## config.mk

```make
export PLATFORM = sky130hd
export DESIGN_NAME = pwm_power_unit
export DESIGN_NICKNAME = d
export VERILOG_FILES = /design/src/axil_port.v /design/src/pwm_power_unit.v /design/src/sync2.v
export VERILOG_INCLUDE_DIRS = /design/src
export SDC_FILE = /design/constraint.sdc
export NUM_CORES = 1
export LEC_CHECK = 0
export BUFFER_PORTS_ARGS = -buffer_cell sky130_fd_sc_hd__buf_2
export CAP_MARGIN = 40
export CORE_ASPECT_RATIO = 0.9
export CORE_MARGIN = 2
export CORE_UTILIZATION = 50
export DETAILED_ROUTE_END_ITERATION = 6
export PLACE_DENSITY = 0.8
export REMOVE_ABC_BUFFERS = 1
export SLEW_MARGIN = 20
export SYNTH_ARGS = -nofsm -noshare
export SYNTH_HDL_FRONTEND = slang
export SYNTH_SLANG_ARGS = --single-unit
```

## constraint.sdc

```tcl
create_clock -name MCLK_I -period 2.74 [get_ports MCLK_I]
set_input_delay 0.548 -clock MCLK_I [delete_from_list [all_inputs] [get_ports MCLK_I]]
set_output_delay 0.548 -clock MCLK_I [all_outputs]
set_load 0.05 [all_outputs]
```

## src/pwm_defs.vh

```
// constants shared by the pwm unit, its bus port and its testbench
// assumes byte addressing on a 32-bit register bus, one word per register
`ifndef PWM_DEFS_VH
`define PWM_DEFS_VH
// register offsets, byte addresses
`define OFS_TMR_CNT 8'h00
`define OFS_TMR_CTL 8'h04
`define OFS_PERIOD 8'h08
`define OFS_DUTY_LO 8'h0C
`define OFS_DUTY_HI 8'h10
`define OFS_PWM_CTL 8'h14
`define OFS_SHUT_CTL 8'h18
`define OFS_RESTART 8'h1C
`define OFS_PIN_DIR 8'h20
`define OFS_SYS_CFG 8'h24
`define OFS_PFR2 8'h28
// field positions
`define TMR_ON_BIT 2
`define SD_STATUS_BIT 7
`define RESTART_EN_BIT 7
`define OSC_FAIL_BIT 7
`define PERIOD_FLAG_BIT 1
`define INT_MODE_BIT 0
`define FAIL_MON_BIT 0
// reset values
`define RST_REG8 8'h00
`define RST_DIR 4'hF
`define RST_WORD 32'h0000_0000
// power-managed mode codes
`define PM_RUN 2'b00
`define PM_PRIM_IDLE 2'b01
`define PM_ALT 2'b10
`define PM_SLEEP 2'b11
// oscillator periods per instruction cycle is four: quarter counter wraps here
`define Q_LAST 2'b11
// prescaler terminal counts for divide by 1, 4 and 16
`define PRE_LIM_1 4'h0
`define PRE_LIM_4 4'h3
`define PRE_LIM_16 4'hF
// bus responses
`define RESP_OKAY 2'b00
`define RESP_SLVERR 2'b10
`endif

```

## src/axil_port.v

```verilog
// axi4-lite slave front end: turns bus beats into one-cycle register strobes
// assumes the register file decodes addresses and answers ok/error at once
`timescale 1ns/1ns
`include "pwm_defs.vh"
module axil_port (
  // clock and reset
  input wire clk_i,
  input wire rst_n_i,
  // write address and data
  input wire [7:0] awaddr_i,
  input wire awvalid_i,
  output reg awready_o,
  input wire [31:0] wdata_i,
  input wire [3:0] wstrb_i,
  input wire wvalid_i,
  output reg wready_o,
  // write response
  output reg [1:0] bresp_o,
  output reg bvalid_o,
  input wire bready_i,
  // read
  input wire [7:0] araddr_i,
  input wire arvalid_i,
  output reg arready_o,
  output reg [31:0] rdata_o,
  output reg [1:0] rresp_o,
  output reg rvalid_o,
  input wire rready_i,
  // register side
  output wire wr_en_o,
  output wire [7:0] wr_addr_o,
  output wire [31:0] wr_data_o,
  output wire [3:0] wr_strb_o,
  input wire wr_ok_i,
  output wire [7:0] rd_addr_o,
  input wire [31:0] rd_data_i,
  input wire rd_ok_i
);
  reg aw_got;
  reg w_got;
  reg [7:0] aw_addr;
  reg [31:0] w_data;
  reg [3:0] w_strb;

  // write fires once both halves are held and no response is pending
  assign wr_en_o = aw_got & w_got & ~bvalid_o;
  assign wr_addr_o = aw_addr;
  assign wr_data_o = w_data;
  assign wr_strb_o = w_strb;
  assign rd_addr_o = araddr_i;

  // write channels, taken in either order
  always @(posedge clk_i) begin
    if (!rst_n_i) begin
      awready_o <= 1'b1;
      wready_o <= 1'b1;
      aw_got <= 1'b0;
      w_got <= 1'b0;
      aw_addr <= 8'h00;
      w_data <= `RST_WORD;
      w_strb <= 4'h0;
      bvalid_o <= 1'b0;
      bresp_o <= `RESP_OKAY;
    end else begin
      if (awvalid_i & awready_o) begin
        aw_got <= 1'b1;
        awready_o <= 1'b0;
        aw_addr <= awaddr_i;
      end
      if (wvalid_i & wready_o) begin
        w_got <= 1'b1;
        wready_o <= 1'b0;
        w_data <= wdata_i;
        w_strb <= wstrb_i;
      end
      if (wr_en_o) begin
        aw_got <= 1'b0;
        w_got <= 1'b0;
        bvalid_o <= 1'b1;
        bresp_o <= wr_ok_i ? `RESP_OKAY : `RESP_SLVERR;
      end
      if (bvalid_o & bready_i) begin
        bvalid_o <= 1'b0;
        awready_o <= 1'b1;
        wready_o <= 1'b1;
      end
    end
  end

  // read: data captured in the accepting cycle, one read in flight
  always @(posedge clk_i) begin
    if (!rst_n_i) begin
      arready_o <= 1'b1;
      rvalid_o <= 1'b0;
      rdata_o <= `RST_WORD;
      rresp_o <= `RESP_OKAY;
    end else begin
      if (arvalid_i & arready_o) begin
        arready_o <= 1'b0;
        rvalid_o <= 1'b1;
        rdata_o <= rd_data_i;
        rresp_o <= rd_ok_i ? `RESP_OKAY : `RESP_SLVERR;
      end
      if (rvalid_o & rready_i) begin
        rvalid_o <= 1'b0;
        arready_o <= 1'b1;
      end
    end
  end
endmodule

```

## src/pwm_power_unit.v

```verilog
// enhanced pwm unit with power-mode clocking, clock-fail switchover and reset
// assumes PM_MODE_I and the bus inputs come from logic on MCLK_I; all other
// inputs are pins and are synchronised; oscillator ticks arrive as pin levels
//
// Added by the designer: the AXI4-Lite slave port and the register offsets.
`timescale 1ns/1ns
`include "pwm_defs.vh"
module pwm_power_unit #(
  parameter REDUCED_PINS = 0
) (
  // clock and reset
  input wire MCLK_I,
  input wire NRST_I,
  // axi4-lite write
  input wire [7:0] AWADDR_I,
  input wire AWVALID_I,
  output wire AWREADY_O,
  input wire [31:0] WDATA_I,
  input wire [3:0] WSTRB_I,
  input wire WVALID_I,
  output wire WREADY_O,
  output wire [1:0] BRESP_O,
  output wire BVALID_O,
  input wire BREADY_I,
  // axi4-lite read
  input wire [7:0] ARADDR_I,
  input wire ARVALID_I,
  output wire ARREADY_O,
  output wire [31:0] RDATA_O,
  output wire [1:0] RRESP_O,
  output wire RVALID_O,
  input wire RREADY_I,
  // power management and clock sources
  input wire [1:0] PM_MODE_I,
  input wire ALT_TICK_I,
  input wire INT_OSC_TICK_I,
  input wire CLK_FAIL_I,
  // shutdown sources
  input wire FAULT_N_I,
  input wire CMP1_I,
  input wire CMP2_I,
  // pwm pins a..d
  output reg [3:0] PWM_OUT_O,
  output reg [3:0] PWM_OE_N_O,
  // status
  output reg OSC_FAIL_O,
  output reg INT_MODE_O
);
  wire wr_en;
  wire [7:0] wr_addr;
  wire [31:0] wr_data;
  wire [3:0] wr_strb;
  wire [7:0] rd_addr;
  reg [31:0] rd_data;
  reg rd_ok;
  reg wr_ok;
  wire [5:0] pin_s;

  reg [7:0] tmr;
  reg [6:0] tmr_ctl;
  reg [7:0] period;
  reg [7:0] duty_lo;
  reg [7:0] duty_hi;
  reg [7:0] pwm_ctl;
  reg [7:0] shut_ctl;
  reg [7:0] restart_cfg;
  reg [3:0] pin_dir;
  reg fail_mon;
  reg per_flag;
  reg [1:0] qcnt;
  reg [1:0] duty_frac;
  reg [3:0] pre;
  reg [3:0] post;
  reg [6:0] dly;
  reg act;
  reg shut_eff;
  reg alt_q;
  reg osc_q;
  reg [3:0] pre_lim;
  reg [3:0] base;

  axil_port u_bus (
    .clk_i(MCLK_I),
    .rst_n_i(NRST_I),
    .awaddr_i(AWADDR_I),
    .awvalid_i(AWVALID_I),
    .awready_o(AWREADY_O),
    .wdata_i(WDATA_I),
    .wstrb_i(WSTRB_I),
    .wvalid_i(WVALID_I),
    .wready_o(WREADY_O),
    .bresp_o(BRESP_O),
    .bvalid_o(BVALID_O),
    .bready_i(BREADY_I),
    .araddr_i(ARADDR_I),
    .arvalid_i(ARVALID_I),
    .arready_o(ARREADY_O),
    .rdata_o(RDATA_O),
    .rresp_o(RRESP_O),
    .rvalid_o(RVALID_O),
    .rready_i(RREADY_I),
    .wr_en_o(wr_en),
    .wr_addr_o(wr_addr),
    .wr_data_o(wr_data),
    .wr_strb_o(wr_strb),
    .wr_ok_i(wr_ok),
    .rd_addr_o(rd_addr),
    .rd_data_i(rd_data),
    .rd_ok_i(rd_ok)
  );

  // pin levels: alt tick, internal tick, fail, fault, cmp1, cmp2
  sync2 #(.WIDTH(6)) u_sync (
    .clk_i(MCLK_I),
    .rst_n_i(NRST_I),
    .d_i({ALT_TICK_I, INT_OSC_TICK_I, CLK_FAIL_I, ~FAULT_N_I, CMP1_I, CMP2_I}),
    .q_o(pin_s)
  );

  // byte lane 0 carries every register
  wire we = wr_en & wr_strb[0];
  wire [6:0] pdc = (REDUCED_PINS != 0) ? 7'h00 : restart_cfg[6:0];
  wire [1:0] pss_bd = (REDUCED_PINS != 0) ? 2'b00 : shut_ctl[1:0];

  // clock source choice, expressed as a per-oscillator-period tick
  wire alt_edge = pin_s[5] & ~alt_q;
  wire int_edge = pin_s[4] & ~osc_q;
  wire sleep = (PM_MODE_I == `PM_SLEEP);
  wire alt_mode = (PM_MODE_I == `PM_ALT);
  wire tick = sleep ? 1'b0 :
    INT_MODE_O ? int_edge :
    alt_mode ? alt_edge :
    1'b1; // run and primary idle both use every primary edge

  // instruction cycle is four oscillator ticks
  wire icyc = tick & (qcnt == `Q_LAST);
  wire tmr_on = tmr_ctl[`TMR_ON_BIT];
  wire inc = icyc & tmr_on & (pre == pre_lim);
  wire match = inc & (tmr == period);
  wire pwm_en = (pwm_ctl[3:2] == 2'b11);
  wire raw = pwm_en & ({tmr, qcnt} < {duty_hi, duty_frac});
  wire fail_evt = fail_mon & pin_s[3] & ~INT_MODE_O;
  wire shut_cond = (shut_ctl[6] & pin_s[2]) | (shut_ctl[5] & pin_s[0]) |
    (shut_ctl[4] & pin_s[1]);
  wire clr_pfr = we & (wr_addr == `OFS_PFR2);

  // prescaler terminal count
  always @* begin
    case (tmr_ctl[1:0])
      2'b00: pre_lim = `PRE_LIM_1;
      2'b01: pre_lim = `PRE_LIM_4;
      default: pre_lim = `PRE_LIM_16;
    endcase
  end

  // tick edge history; runs free so a wake-up sees fresh edges only
  always @(posedge MCLK_I) begin
    if (!NRST_I) begin
      alt_q <= 1'b0;
      osc_q <= 1'b0;
    end else begin
      alt_q <= pin_s[5];
      osc_q <= pin_s[4];
    end
  end

  // software-owned configuration
  always @(posedge MCLK_I) begin
    if (!NRST_I) begin
      tmr_ctl <= 7'h00;
      period <= `RST_REG8;
      duty_lo <= `RST_REG8;
      pwm_ctl <= `RST_REG8;
      restart_cfg <= `RST_REG8;
      pin_dir <= `RST_DIR;
      fail_mon <= 1'b0;
    end else if (we) begin
      if (wr_addr == `OFS_TMR_CTL) begin
        tmr_ctl <= wr_data[6:0];
      end else if (wr_addr == `OFS_PERIOD) begin
        period <= wr_data[7:0];
      end else if (wr_addr == `OFS_DUTY_LO) begin
        duty_lo <= wr_data[7:0];
      end else if (wr_addr == `OFS_PWM_CTL) begin
        pwm_ctl <= wr_data[7:0];
      end else if (wr_addr == `OFS_RESTART) begin
        restart_cfg <= wr_data[7:0];
      end else if (wr_addr == `OFS_PIN_DIR) begin
        pin_dir <= wr_data[3:0];
      end else if (wr_addr == `OFS_SYS_CFG) begin
        fail_mon <= wr_data[`FAIL_MON_BIT];
      end
    end
  end

  // period timer, prescaler, postscaler and duty reload, all under tick
  always @(posedge MCLK_I) begin
    if (!NRST_I) begin
      tmr <= `RST_REG8;
      duty_hi <= `RST_REG8;
      duty_frac <= 2'b00;
      qcnt <= 2'b00;
      pre <= 4'h0;
      post <= 4'h0;
    end else begin
      if (tick) begin
        qcnt <= qcnt + 2'b01;
      end
      if (icyc & tmr_on) begin
        pre <= (pre == pre_lim) ? 4'h0 : pre + 4'h1;
      end
      if (we & (wr_addr == `OFS_TMR_CNT)) begin
        tmr <= wr_data[7:0];
      end else if (inc) begin
        tmr <= match ? 8'h00 : tmr + 8'h01;
      end
      if (we & (wr_addr == `OFS_DUTY_HI)) begin
        duty_hi <= wr_data[7:0];
      end else if (match) begin
        duty_hi <= duty_lo; // duty_lo only takes effect at a period boundary
        duty_frac <= pwm_ctl[5:4];
      end
      if (match) begin
        post <= (post == tmr_ctl[6:3]) ? 4'h0 : post + 4'h1;
      end
    end
  end

  // active-edge delay: counted in instruction cycles after raw goes active
  always @(posedge MCLK_I) begin
    if (!NRST_I) begin
      act <= 1'b0;
      dly <= 7'h00;
    end else if (tick) begin
      if (!raw) begin
        act <= 1'b0; // inactive edge is never delayed
        dly <= pdc;
      end else if (dly == 7'h00) begin
        act <= 1'b1;
      end else if (icyc) begin
        dly <= dly - 7'h01;
      end
    end
  end

  // shutdown control; a live shutdown source beats any write
  always @(posedge MCLK_I) begin
    if (!NRST_I) begin
      shut_ctl <= `RST_REG8;
      shut_eff <= 1'b0;
    end else begin
      if (we & (wr_addr == `OFS_SHUT_CTL)) begin
        shut_ctl[6:0] <= wr_data[6:0];
      end
      if (shut_cond) begin
        shut_ctl[`SD_STATUS_BIT] <= 1'b1;
      end else if (we & (wr_addr == `OFS_SHUT_CTL)) begin
        shut_ctl[`SD_STATUS_BIT] <= wr_data[`SD_STATUS_BIT];
      end else if (restart_cfg[`RESTART_EN_BIT]) begin
        shut_ctl[`SD_STATUS_BIT] <= 1'b0;
      end
      // outputs leave shutdown only at the start of a period
      if (shut_ctl[`SD_STATUS_BIT]) begin
        shut_eff <= 1'b1;
      end else if (match) begin
        shut_eff <= 1'b0;
      end
    end
  end

  // clock fail monitor and flags; a set in the clearing cycle wins
  always @(posedge MCLK_I) begin
    if (!NRST_I) begin
      OSC_FAIL_O <= 1'b0;
      INT_MODE_O <= 1'b0;
      per_flag <= 1'b0;
    end else begin
      if (fail_evt) begin
        OSC_FAIL_O <= 1'b1;
      end else if (clr_pfr & wr_data[`OSC_FAIL_BIT]) begin
        OSC_FAIL_O <= 1'b0;
      end
      // stay on the internal clock until the flag is cleared and the fail is gone
      if (fail_evt) begin
        INT_MODE_O <= 1'b1;
      end else if (!OSC_FAIL_O & !pin_s[3]) begin
        INT_MODE_O <= 1'b0;
      end
      if (match & (post == tmr_ctl[6:3])) begin
        per_flag <= 1'b1;
      end else if (clr_pfr & wr_data[`PERIOD_FLAG_BIT]) begin
        per_flag <= 1'b0;
      end
    end
  end

  // steering of the modulated signal onto pins a, b, c, d
  always @* begin
    case (pwm_ctl[7:6])
      2'b00: base = {3'b000, act};
      2'b01: base = {act, 2'b00, 1'b1};
      2'b10: base = {2'b00, ~act, act};
      default: base = {1'b0, 1'b1, act, 1'b0};
    endcase
  end

  // pin registers hold whenever no tick arrives, so sleep keeps the level
  genvar i;
  generate
    for (i = 0; i < 4; i = i + 1) begin : g_pin
      wire inv = (i % 2 == 0) ? pwm_ctl[1] : pwm_ctl[0];
      wire [1:0] pss = (i % 2 == 0) ? shut_ctl[3:2] : pss_bd;
      always @(posedge MCLK_I) begin
        if (!NRST_I) begin
          PWM_OUT_O[i] <= 1'b0;
          PWM_OE_N_O[i] <= 1'b1;
        end else if (tick) begin
          if (shut_eff) begin
            PWM_OUT_O[i] <= pss[0];
            PWM_OE_N_O[i] <= pin_dir[i] | pss[1];
          end else begin
            PWM_OUT_O[i] <= pwm_en & (base[i] ^ inv);
            PWM_OE_N_O[i] <= pin_dir[i];
          end
        end
      end
    end
  endgenerate

  // write decode answer
  always @* begin
    if (wr_addr == `OFS_TMR_CNT || wr_addr == `OFS_TMR_CTL) begin
      wr_ok = 1'b1;
    end else if (wr_addr == `OFS_PERIOD || wr_addr == `OFS_DUTY_LO) begin
      wr_ok = 1'b1;
    end else if (wr_addr == `OFS_DUTY_HI || wr_addr == `OFS_PWM_CTL) begin
      wr_ok = 1'b1;
    end else if (wr_addr == `OFS_SHUT_CTL || wr_addr == `OFS_RESTART) begin
      wr_ok = 1'b1;
    end else if (wr_addr == `OFS_PIN_DIR || wr_addr == `OFS_SYS_CFG) begin
      wr_ok = 1'b1;
    end else begin
      wr_ok = (wr_addr == `OFS_PFR2);
    end
  end

  // read mux; unused upper bits read zero
  always @* begin
    rd_ok = 1'b1;
    rd_data = `RST_WORD;
    if (rd_addr == `OFS_TMR_CNT) begin
      rd_data[7:0] = tmr;
    end else if (rd_addr == `OFS_TMR_CTL) begin
      rd_data[6:0] = tmr_ctl;
    end else if (rd_addr == `OFS_PERIOD) begin
      rd_data[7:0] = period;
    end else if (rd_addr == `OFS_DUTY_LO) begin
      rd_data[7:0] = duty_lo;
    end else if (rd_addr == `OFS_DUTY_HI) begin
      rd_data[7:0] = duty_hi;
    end else if (rd_addr == `OFS_PWM_CTL) begin
      rd_data[7:0] = pwm_ctl;
    end else if (rd_addr == `OFS_SHUT_CTL) begin
      rd_data[7:0] = {shut_ctl[7:2], pss_bd};
    end else if (rd_addr == `OFS_RESTART) begin
      rd_data[7:0] = {restart_cfg[7], pdc};
    end else if (rd_addr == `OFS_PIN_DIR) begin
      rd_data[3:0] = pin_dir;
    end else if (rd_addr == `OFS_SYS_CFG) begin
      rd_data[`FAIL_MON_BIT] = fail_mon;
    end else if (rd_addr == `OFS_PFR2) begin
      rd_data[7:0] = {OSC_FAIL_O, 3'b000, PM_MODE_I, per_flag, INT_MODE_O};
    end else begin
      rd_ok = 1'b0;
    end
  end
endmodule

```

## src/sync2.v

```verilog
// two-stage synchroniser for a group of unrelated pin levels
// assumes each bit is a slow level or a pulse wider than two clocks
`timescale 1ns/1ns
module sync2 #(
  parameter WIDTH = 1
) (
  // clock and reset
  input wire clk_i,
  input wire rst_n_i,
  // levels
  input wire [WIDTH-1:0] d_i,
  output reg [WIDTH-1:0] q_o
);
  reg [WIDTH-1:0] meta;

  // first stage feeds only the second
  always @(posedge clk_i) begin
    if (!rst_n_i) begin
      meta <= {WIDTH{1'b0}};
      q_o <= {WIDTH{1'b0}};
    end else begin
      meta <= d_i;
      q_o <= meta;
    end
  end
endmodule
```

Yosys cells after proc, flatten, opt, wreduce, memory -nomap -nowiden:

Cells that the tools add are included.

* register bits: 150
* output and inout port bits: 51
* word-level logic and storage cells: 241

* add/sub/neg operators: 5
* $lt $le $gt $ge: 1
* eq/ne operators: 33
* multiplexer cells: 68
* bitwise gates (word level): 56
* reduce and logical (&&, ||, !) cells: 32

Operator list (number)
* 2-to-1 mux 8 bit: 13
* equality test 8 x 5 -> 1 bit, second input constant: 8
* equality test 8 x 6 -> 1 bit, second input constant: 6
* 2-to-1 mux 1 bit: 42
* 2-to-1 mux 7 bit: 5
* AND 1 bit: 32
* equality test 8 x 4 -> 1 bit, second input constant: 4
* equality test 8 x 3 -> 1 bit, second input constant: 2
* logical NOT 8 bit: 2
* 2-to-1 mux 4 bit: 4
* NOT 1 bit: 14
* case mux 4 bit (3 select lines): 1
* nonzero test 2 bit: 6
* equality test 2 bit, second input constant: 5
* less-than comparator 10 bit: 1
* adder 4 x 1 -> 4 bit, second input constant: 2
* adder 8 x 1 -> 8 bit, second input constant: 1
* equality test 4 bit: 2
* equality test 8 bit: 1
* case mux 4 bit (2 select lines): 1
* AND reduction 8 bit: 1
* logical NOT 7 bit: 1
* AND reduction 7 bit: 1
* subtractor 7 x 1 -> 7 bit, second input constant: 1
* 17 further kinds: 39

Longest topological paths before layout:

Gate-level depths: netlist of the first run.

* word-level depth: 13
* gate-level depth with buffers: 9
* gate-level depth less buffers: 8

Cells and area by module:

A second synthesis of the first run with hierarchy kept.

* cell total of the unflattened synthesis: 1089
* area total of the unflattened synthesis: 9266.4 µm²

By module, submodules not included
* pwm_power_unit: instances 1, cells an instance 687, area each 5624.1 µm², seq. area each 2042.0 µm²
* axil_port: instances 1, cells an instance 377, area each 3305.7 µm², seq. area each 1701.6 µm²
* sync2: instances 1, cells an instance 25, area each 336.6 µm², seq. area each 240.2 µm²

Least setup slack after synthesis of the first run:

OpenSTA, ideal clock, no wires.

* kind: register to register
* start: reg INT_MODE_O
* end: reg post[1]
* arrival: 1.814 ns
* required time: 2.626 ns
* setup slack: 0.811 ns
* stages on the path, launching flop included: 7
* period minus slack after synthesis: 1.929 ns
* path through: dfxtp_1 -> nand3b_1 -> o2111ai_4 -> nor3_4 -> buf_6 -> mux2i_1 -> nor2_1

* word-level cells in the longest chain between the ends: 6

Ends and longest elaborated chain
* start, declared: line pwm_power_unit.v:47 `output reg INT_MODE_O`
* start signal, assigned: line pwm_power_unit.v:275 `INT_MODE_O <= 1'b0;`
* start signal, assigned: line pwm_power_unit.v:285 `INT_MODE_O <= 1'b1;`
* start signal, assigned: line pwm_power_unit.v:287 `INT_MODE_O <= 1'b0;`
* 2-to-1 mux 1 bit: line pwm_power_unit.v:131 `INT_MODE_O ? int_edge :`
* 2-to-1 mux 1 bit: line pwm_power_unit.v:130 `wire tick = sleep ? 1'b0 :`
* AND 1 bit: line pwm_power_unit.v:136 `` wire icyc = tick & (qcnt == `Q_LAST); ``
* AND 1 bit (2 in series): line pwm_power_unit.v:138 `wire inc = icyc & tmr_on & (pre == pre_lim);`
* AND 1 bit: line pwm_power_unit.v:139 `wire match = inc & (tmr == period);`
* end signal, assigned: line pwm_power_unit.v:224 `post <= (post == tmr_ctl[6:3]) ? 4'h0 : post + 4'h1;`
* end, declared: line pwm_power_unit.v:73 `reg [3:0] post;`

Every way passes these cells.
A chain may end at the register's enable or synchronous reset.

Worst setup path in the final report of the first run:

* start: reg u_bus.bvalid_o
* end: reg tmr[6]

* word-level cells in the longest chain between the ends: 5
* elaborated cells between the ends (all ways): 6
* those cells by class: 1 x mux; 4 x bitwise; 1 x reduce/logical

Ends and longest elaborated chain
* start, declared: line axil_port.v:19 `output reg bvalid_o,`
* start signal, assigned: line axil_port.v:62 `bvalid_o <= 1'b0;`
* start signal, assigned: line axil_port.v:79 `bvalid_o <= 1'b1;`
* start signal, assigned: line axil_port.v:83 `bvalid_o <= 1'b0;`
* NOT 1 bit (*): line axil_port.v:46 `assign wr_en_o = aw_got & w_got & ~bvalid_o;`
* AND 1 bit (*): line axil_port.v:46
* AND 1 bit (*): line pwm_power_unit.v:121 `wire we = wr_en & wr_strb[0];`
* AND 1 bit (*): line pwm_power_unit.v:212 `` if (we & (wr_addr == `OFS_TMR_CNT)) begin ``
* 2-to-1 mux 8 bit / nonzero test 2 bit (equally long branches)
* end signal, assigned: line pwm_power_unit.v:199 `` tmr <= `RST_REG8; ``
* end signal, assigned: line pwm_power_unit.v:213 `tmr <= wr_data[7:0];`
* end signal, assigned: line pwm_power_unit.v:215 `tmr <= match ? 8'h00 : tmr + 8'h01;`
* end, declared: line pwm_power_unit.v:59 `reg [7:0] tmr;`

Mark *: on every way between the ends. The rest lies on a longest branch, timed or not.

==> impl_metrics.toml, run 1 <==
[status]
status = "complete, no violations"

[sta]
max_freq_mhz = 424
setup_tns_ns = 0
fin_crit_sh = 0.860
hold_slack_ns = 0.265
finalHoldViolCount = 0
period_needed_ns = 2.36
slew_headroom = 0.453
setup_violations = 0
slew_violations = 0
timing.clock.skew_ns = 0.00898
worstMarginPinSlew_ns = 0.809
setup_ws_ns = 0.383
rsz0062_at_grt = "no"

[drt]
routedWlPerCell_um = 17.6
vias = 7073
drc = 0
firstDrtPassIters = 5
drtIter0Drc = 893
viasPerCell = 5.89
wl_um = 21100
postRouteAntennaNets = 0

[worst_setup_path]
critical_path_class = "reg -> reg"
critical_path.max_fanout = 16
critPathLaunchType = "register"
end_kind = "register"
critPathArrivalTime_ns = 2.64
cp.required_ns = 3.03

[power_and_ir_drop]
power_frac_clock = 0.434
p_int_mw = 3.51
power.switching_mw = 1.33
p_leak_nw = 3.27
seq_power_share = 0.468
powerDensity_mw_per_mm2 = 576
max-vdd-ir-drop_uv = 533
pwr-share-comb = 0.098
switching_share = 0.274

[cells_and_area]
fillers = 1340
n_antenna_cell = 0
multi_input_area_mm2 = 0.00400
finalNetCount = 1071
mostFrequentLayoutCell = "nand2_1"
layout_common_cells = "nand2_1 (162), dfxtp_1 (148), a21oi_1 (116), buf_2 (64), o21ai_0 (62)"
area.sequential_mm2 = 0.00296
drive_above_1_share = 0.150
syn2layout_area_growth_pct = 13.8

[die]
die_h_um = 119
coreArea_mm2 = 0.0146
dieArea_mm2 = 0.0158
die_w_um = 132
rows = 42
boundaryPins = 118
start_util = 0.507

[logic_synthesis]
yosys_register_bits = 148
ys_seq_area_frac = 0.401
synth_top_area_frac = 0.401
synthesis.area_mm2 = 0.00738
syn_inst = 931
synthArstFlopShare = 0
synth.area.top_cells = "dfxtp_1 (40%), nand2_1 (8.2%), a21oi_1 (7.9%)"
syn_area_per_cell_um2 = 7.93
yosys_warnings = 0
yosysTopAreaCell = "dfxtp_1"
ys_types = 72
synth_edf_count = 0
synth_ff_type = "dfxtp_1"

[placement]
dp_hpwl_um = 15100
gp_congestion = 0.994
place_worst_setup_slack_ns = 0.442
portBuffers = 64

[clock_tree]
clock-sinks = 148
cts-root-buf = "clkbuf_16"
clk_pin_slew_ns = 0.06
ctsHoldBuffers = 0
post-cts-setup-buffers = 0
clk_path_buf_depth = 2
htreeDepth = 4
cts_buffers = 17
insertion_delay_ns = 0.43
cts_resized = 0
cts_tree = "done"

[global_routing]
grt_pass1_wl_um = 34000
grt_pass1_vias = 6426
grtUsageTotal = 0.275
antenna_found_initial = 0
overflow = 0
grt_max_degree = 37

[min_path]
hold_path_class = "in -> reg"

[flow_run]
drv_cap = 0
[synthesized netlist by cell type, types with 8 or more instances]
| cell type | number |
|---|---|
| ha_1 | 15 |
| inv_1 | 24 |
| buf_4 | 26 |
| o21ai_0 | 62 |
| dfxtp_1 | 148 |
| o21ai_1 | 9 |
| nand4_1 | 8 |
| buf_2 | 11 |
| xnor2_1 | 13 |
| xor2_1 | 9 |
| a21oi_1 | 116 |
| a31oi_1 | 13 |
| clkbuf_1 | 40 |
| a211oi_1 | 9 |
| nand2_1 | 162 |
| nand3_1 | 42 |
| nor4_1 | 8 |
| mux2i_1 | 19 |
| nor2_1 | 58 |
| and2_1 | 18 |
| and3_1 | 14 |
| mux2_2 | 8 |
[worst max-delay path, stage by stage (launching register included)]
cell	delay, ns
dfxtp_1	0.34
and3b_1	0.31
and3_1	0.38
buf_4	0.21
nand3_1	0.48
o21ai_0	0.42
a31oi_1	0.06
[metrics by stage]
step | util | area [µm²] | power (mW) | cells
2_1_floorplan | - | 7050 | 2.60 | 874
3_3_place_gp | 0.541 | 7880 | 2.77 | 1168
3_5_place_dp | 0.541 | 7880 | 2.78 | 1168
4_1_cts | 0.577 | 8400 | 4.86 | 1200
5_1_grt | 0.577 | 8400 | 5.02 | 1200
6_report | 0.577 | 8400 | 4.84 | 1200
[power by group through the flow]
| stage | Clock, mW | Sequential (mW) | Combinational [mW] |
|---|---|---|---|
| 5_1_grt | 2.23 | 2.27 | 0.513 |
| 3_3_place_gp | 0 | 2.31 | 0.463 |
| 4_1_cts | 2.12 | 2.27 | 0.470 |
| 3_5_place_dp | 0 | 2.31 | 0.468 |
| 6_report | 2.10 | 2.27 | 0.474 |
| 2_1_floorplan | 0 | 2.35 | 0.252 |
[state kept, by name, indices dropped and copies added (netlist names), 6 cells and up]
| name | count |
|---|---|
| dly | 7 |
| duty_hi | 8 |
| duty_lo | 8 |
| period | 8 |
| pwm_ctl | 8 |
| restart_cfg | 8 |
| shut_ctl | 8 |
| tmr | 8 |
| tmr_ctl | 7 |
| u_bus.rdata_o | 8 |
| u_bus.wr_addr_o | 8 |
| u_bus.wr_data_o | 8 |
| u_sync.meta | 6 |
| u_sync.q_o | 6 |
[area by class of cell]
class / instances / share of cell area
multi-input combinational: 702 / 0.476
clock buffer: 21 / 0.0536
clock inverter: 11 / 0.00923
tap: 198 / 0.0295
timing repair buffer: 96 / 0.0682
sequential: 148 / 0.353
inverter: 24 / 0.0107
[kinds of logic (layout without fill, tap and decap cells)]
| family | Yosys count | after routing | synth area share |
|---|---|---|---|
| other cells | 1 | 26 | 0.000508 |
| compound gates | 258 | 258 | 0.208 |
| fa+ha+maj | 15 | 15 | 0.0254 |
| simple gates | 353 | 353 | 0.228 |
| buf+inv | 106 | 152 | 0.0700 |
| xor+xnor | 22 | 22 | 0.0261 |
| mux | 28 | 28 | 0.0410 |
| flops | 148 | 148 | 0.401 |
[worst paths after layout]
kind                                startpoint        endpoint  slack, ns  cells after the start
worst min register to register  u_sync.meta[3]   u_sync.q_o[3]       0.43                      1
worst min-delay path                 FAULT_N_I  u_sync.meta[2]       0.27                      2
worst max register to register  u_bus.bvalid_o          tmr[6]       0.38                      6
worst max-delay path            u_bus.bvalid_o          tmr[6]       0.38                      6
[routing by layer]
metal	GRT usage	part of all wire	vias up
li1	-	-	3352
met2	0.408	0.43	378
met5	0	0	-
met1	0.393	0.43	3301
met3	0.0549	0.11	42
met4	0.102	0.024	0
Power figures use the tool's default switching activity.
==> inputs of run 2 (changes only) <==
- GPL_TIMING_DRIVEN: not set -> 0
==> run 2 against run 1 <==
Effect of this change: sequential cell count unchanged; combinational power fell by 0.8%; clock skew shrank 0.00073 ns; routed wire length down 1.4%; global-route usage down 1.0 points; via count down 3.4%; largest power group is now clock.
==> impl_metrics.toml, run 2 (synthesis gave the netlist of run 1 again) <==
[flow_run]
drv_cap = 0

[drt]
postRouteAntennaNets = 0
routedWlPerCell_um = 17.7
wl_um = 20800
drtIter0Drc = 823
drc = 0
firstDrtPassIters = 5
viasPerCell = 5.83
vias = 6829

[worst_setup_path]
r2r_slack_ns = 0.19
critical_path.max_fanout = 18
critPathArrivalTime_ns = 2.86
critPathLaunchType = "register"
end_kind = "register"
critical_path_class = "reg -> reg"
cp.required_ns = 3.05

[die]
dieArea_mm2 = 0.0158
die_h_um = 119
coreArea_mm2 = 0.0146
boundaryPins = 118
start_util = 0.507
rows = 42
die_w_um = 132

[cells_and_area]
utilization = 0.569
n_antenna_cell = 0
finalNetCount = 1044
mostFrequentLayoutCell = "nand2_1"
syn2layout_area_growth_pct = 12.3
drive_above_1_share = 0.127
layout_common_cells = "nand2_1 (162), dfxtp_1 (148), a21oi_1 (116), buf_2 (65), o21ai_0 (62)"

[global_routing]
grt_use_met3 = 0.0639
overflow = 0
antenna_found_initial = 0
gr-usage-met2 = 0.392
gr-usage-met1 = 0.379
busiest_layer = "met2"
grtUsageTotal = 0.265
grt_pass1_vias = 6165
grt_max_degree = 61
grt_pass1_wl_um = 33000

[clock_tree]
insertion_delay_ns = 0.43
htreeDepth = 4
cts-root-buf = "clkbuf_16"
clk_pin_slew_ns = 0.06
cts_buffers = 17
cts_resized = 0
ctsHoldBuffers = 0
clk_path_buf_depth = 2
cts_tree = "done"
post-cts-setup-buffers = 0
clock-sinks = 148

[power_and_ir_drop]
switching_share = 0.260
p_leak_nw = 3.18
p_int_mw = 3.78
power.switching_mw = 1.32
pwr-share-comb = 0.092
power_frac_clock = 0.463
seq_power_share = 0.445
power_mw = 5.10
max-vdd-ir-drop_uv = 491
powerDensity_mw_per_mm2 = 615

[min_path]
hold_path_class = "in -> reg"

[sta]
max_freq_mhz = 392
finalHoldViolCount = 0
setup_violations = 0
worstMarginPinSlew_ns = 0.948
timing.clock.skew_ns = 0.00825
slew_headroom = 0.359
slew_violations = 0
fin_crit_sh = 0.931
rsz0062_at_grt = "no"
setup_tns_ns = 0
hold_slack_ns = 0.265
period_needed_ns = 2.55

[placement]
dp_hpwl_um = 14300
gp_congestion = 0.964
portBuffers = 64

[status]
status = "complete, no violations"
[run 2: cell count changes in the layout (fill, tap and decap cells not counted)]
cell / before / now
buf_4: 31 / 1
bufinv_16: 0 / 3
clkinvlp_4: 3 / 1
buf_16: 0 / 1
buf_2: 64 / 65
clkbuf_1: 3 / 2
inv_2: 1 / 0
inv_4: 0 / 1
nor2_1: 58 / 57
nor2_2: 0 / 1
[run 2: power by group through the flow]
stage	logic (mW)	clock network, mW	registers (mW)
after floorplan	0.252	0	2.35
after global placement	0.443	0	2.31
after detailed placement	0.460	0	2.31
after CTS	0.464	2.37	2.26
after global routing	0.507	2.48	2.27
final	0.470	2.36	2.27
[run 2: path summary, 6_finish.rpt]
check	cells past startpoint	startpoint	end
setup reg to reg	6	u_bus.bvalid_o	pwm_ctl[7]
hold reg to reg	1	u_sync.meta[0]	u_sync.q_o[0]
setup / recovery	6	u_bus.bvalid_o	pwm_ctl[7]
hold / removal	2	FAULT_N_I	u_sync.meta[2]
[run 2: final cells by class]
cell class / instances / area, µm²
repair buffers: 69 / 384
flip-flops and latches: 148 / 2960
fillers: 1349 / 6270
clock inverters: 12 / 153
clock buffers: 19 / 443
well taps: 198 / 248
multi-input cells: 702 / 4010
inverters: 24 / 92.6
[run 2: worst max-delay path, stage by stage (launching register included)]
cell and delay, ns:
dfxtp_1 0.35, and3b_1 0.31, and3_1 0.55, and3b_1 0.66, nand2_1 0.33, nand2_1 0.15
a21oi_1 0.07
[run 2: per-layer routing]
layer  wire (µm)  vias up
met4         391        0
met5           0        -
met2        8800      368
met3        2150       42
met1        9420     3136
li1            -     3283
[run 2: through the flow]
stage	cell area (µm²)	worst slack [ns]	cells
6_report	8290	0.190	1172
5_1_grt	8290	0.0284	1172
4_1_cts	8280	0.238	1171
3_5_place_dp	7690	0.191	1140
3_3_place_gp	7620	-1.36	1136
2_1_floorplan	7050	0.314	874
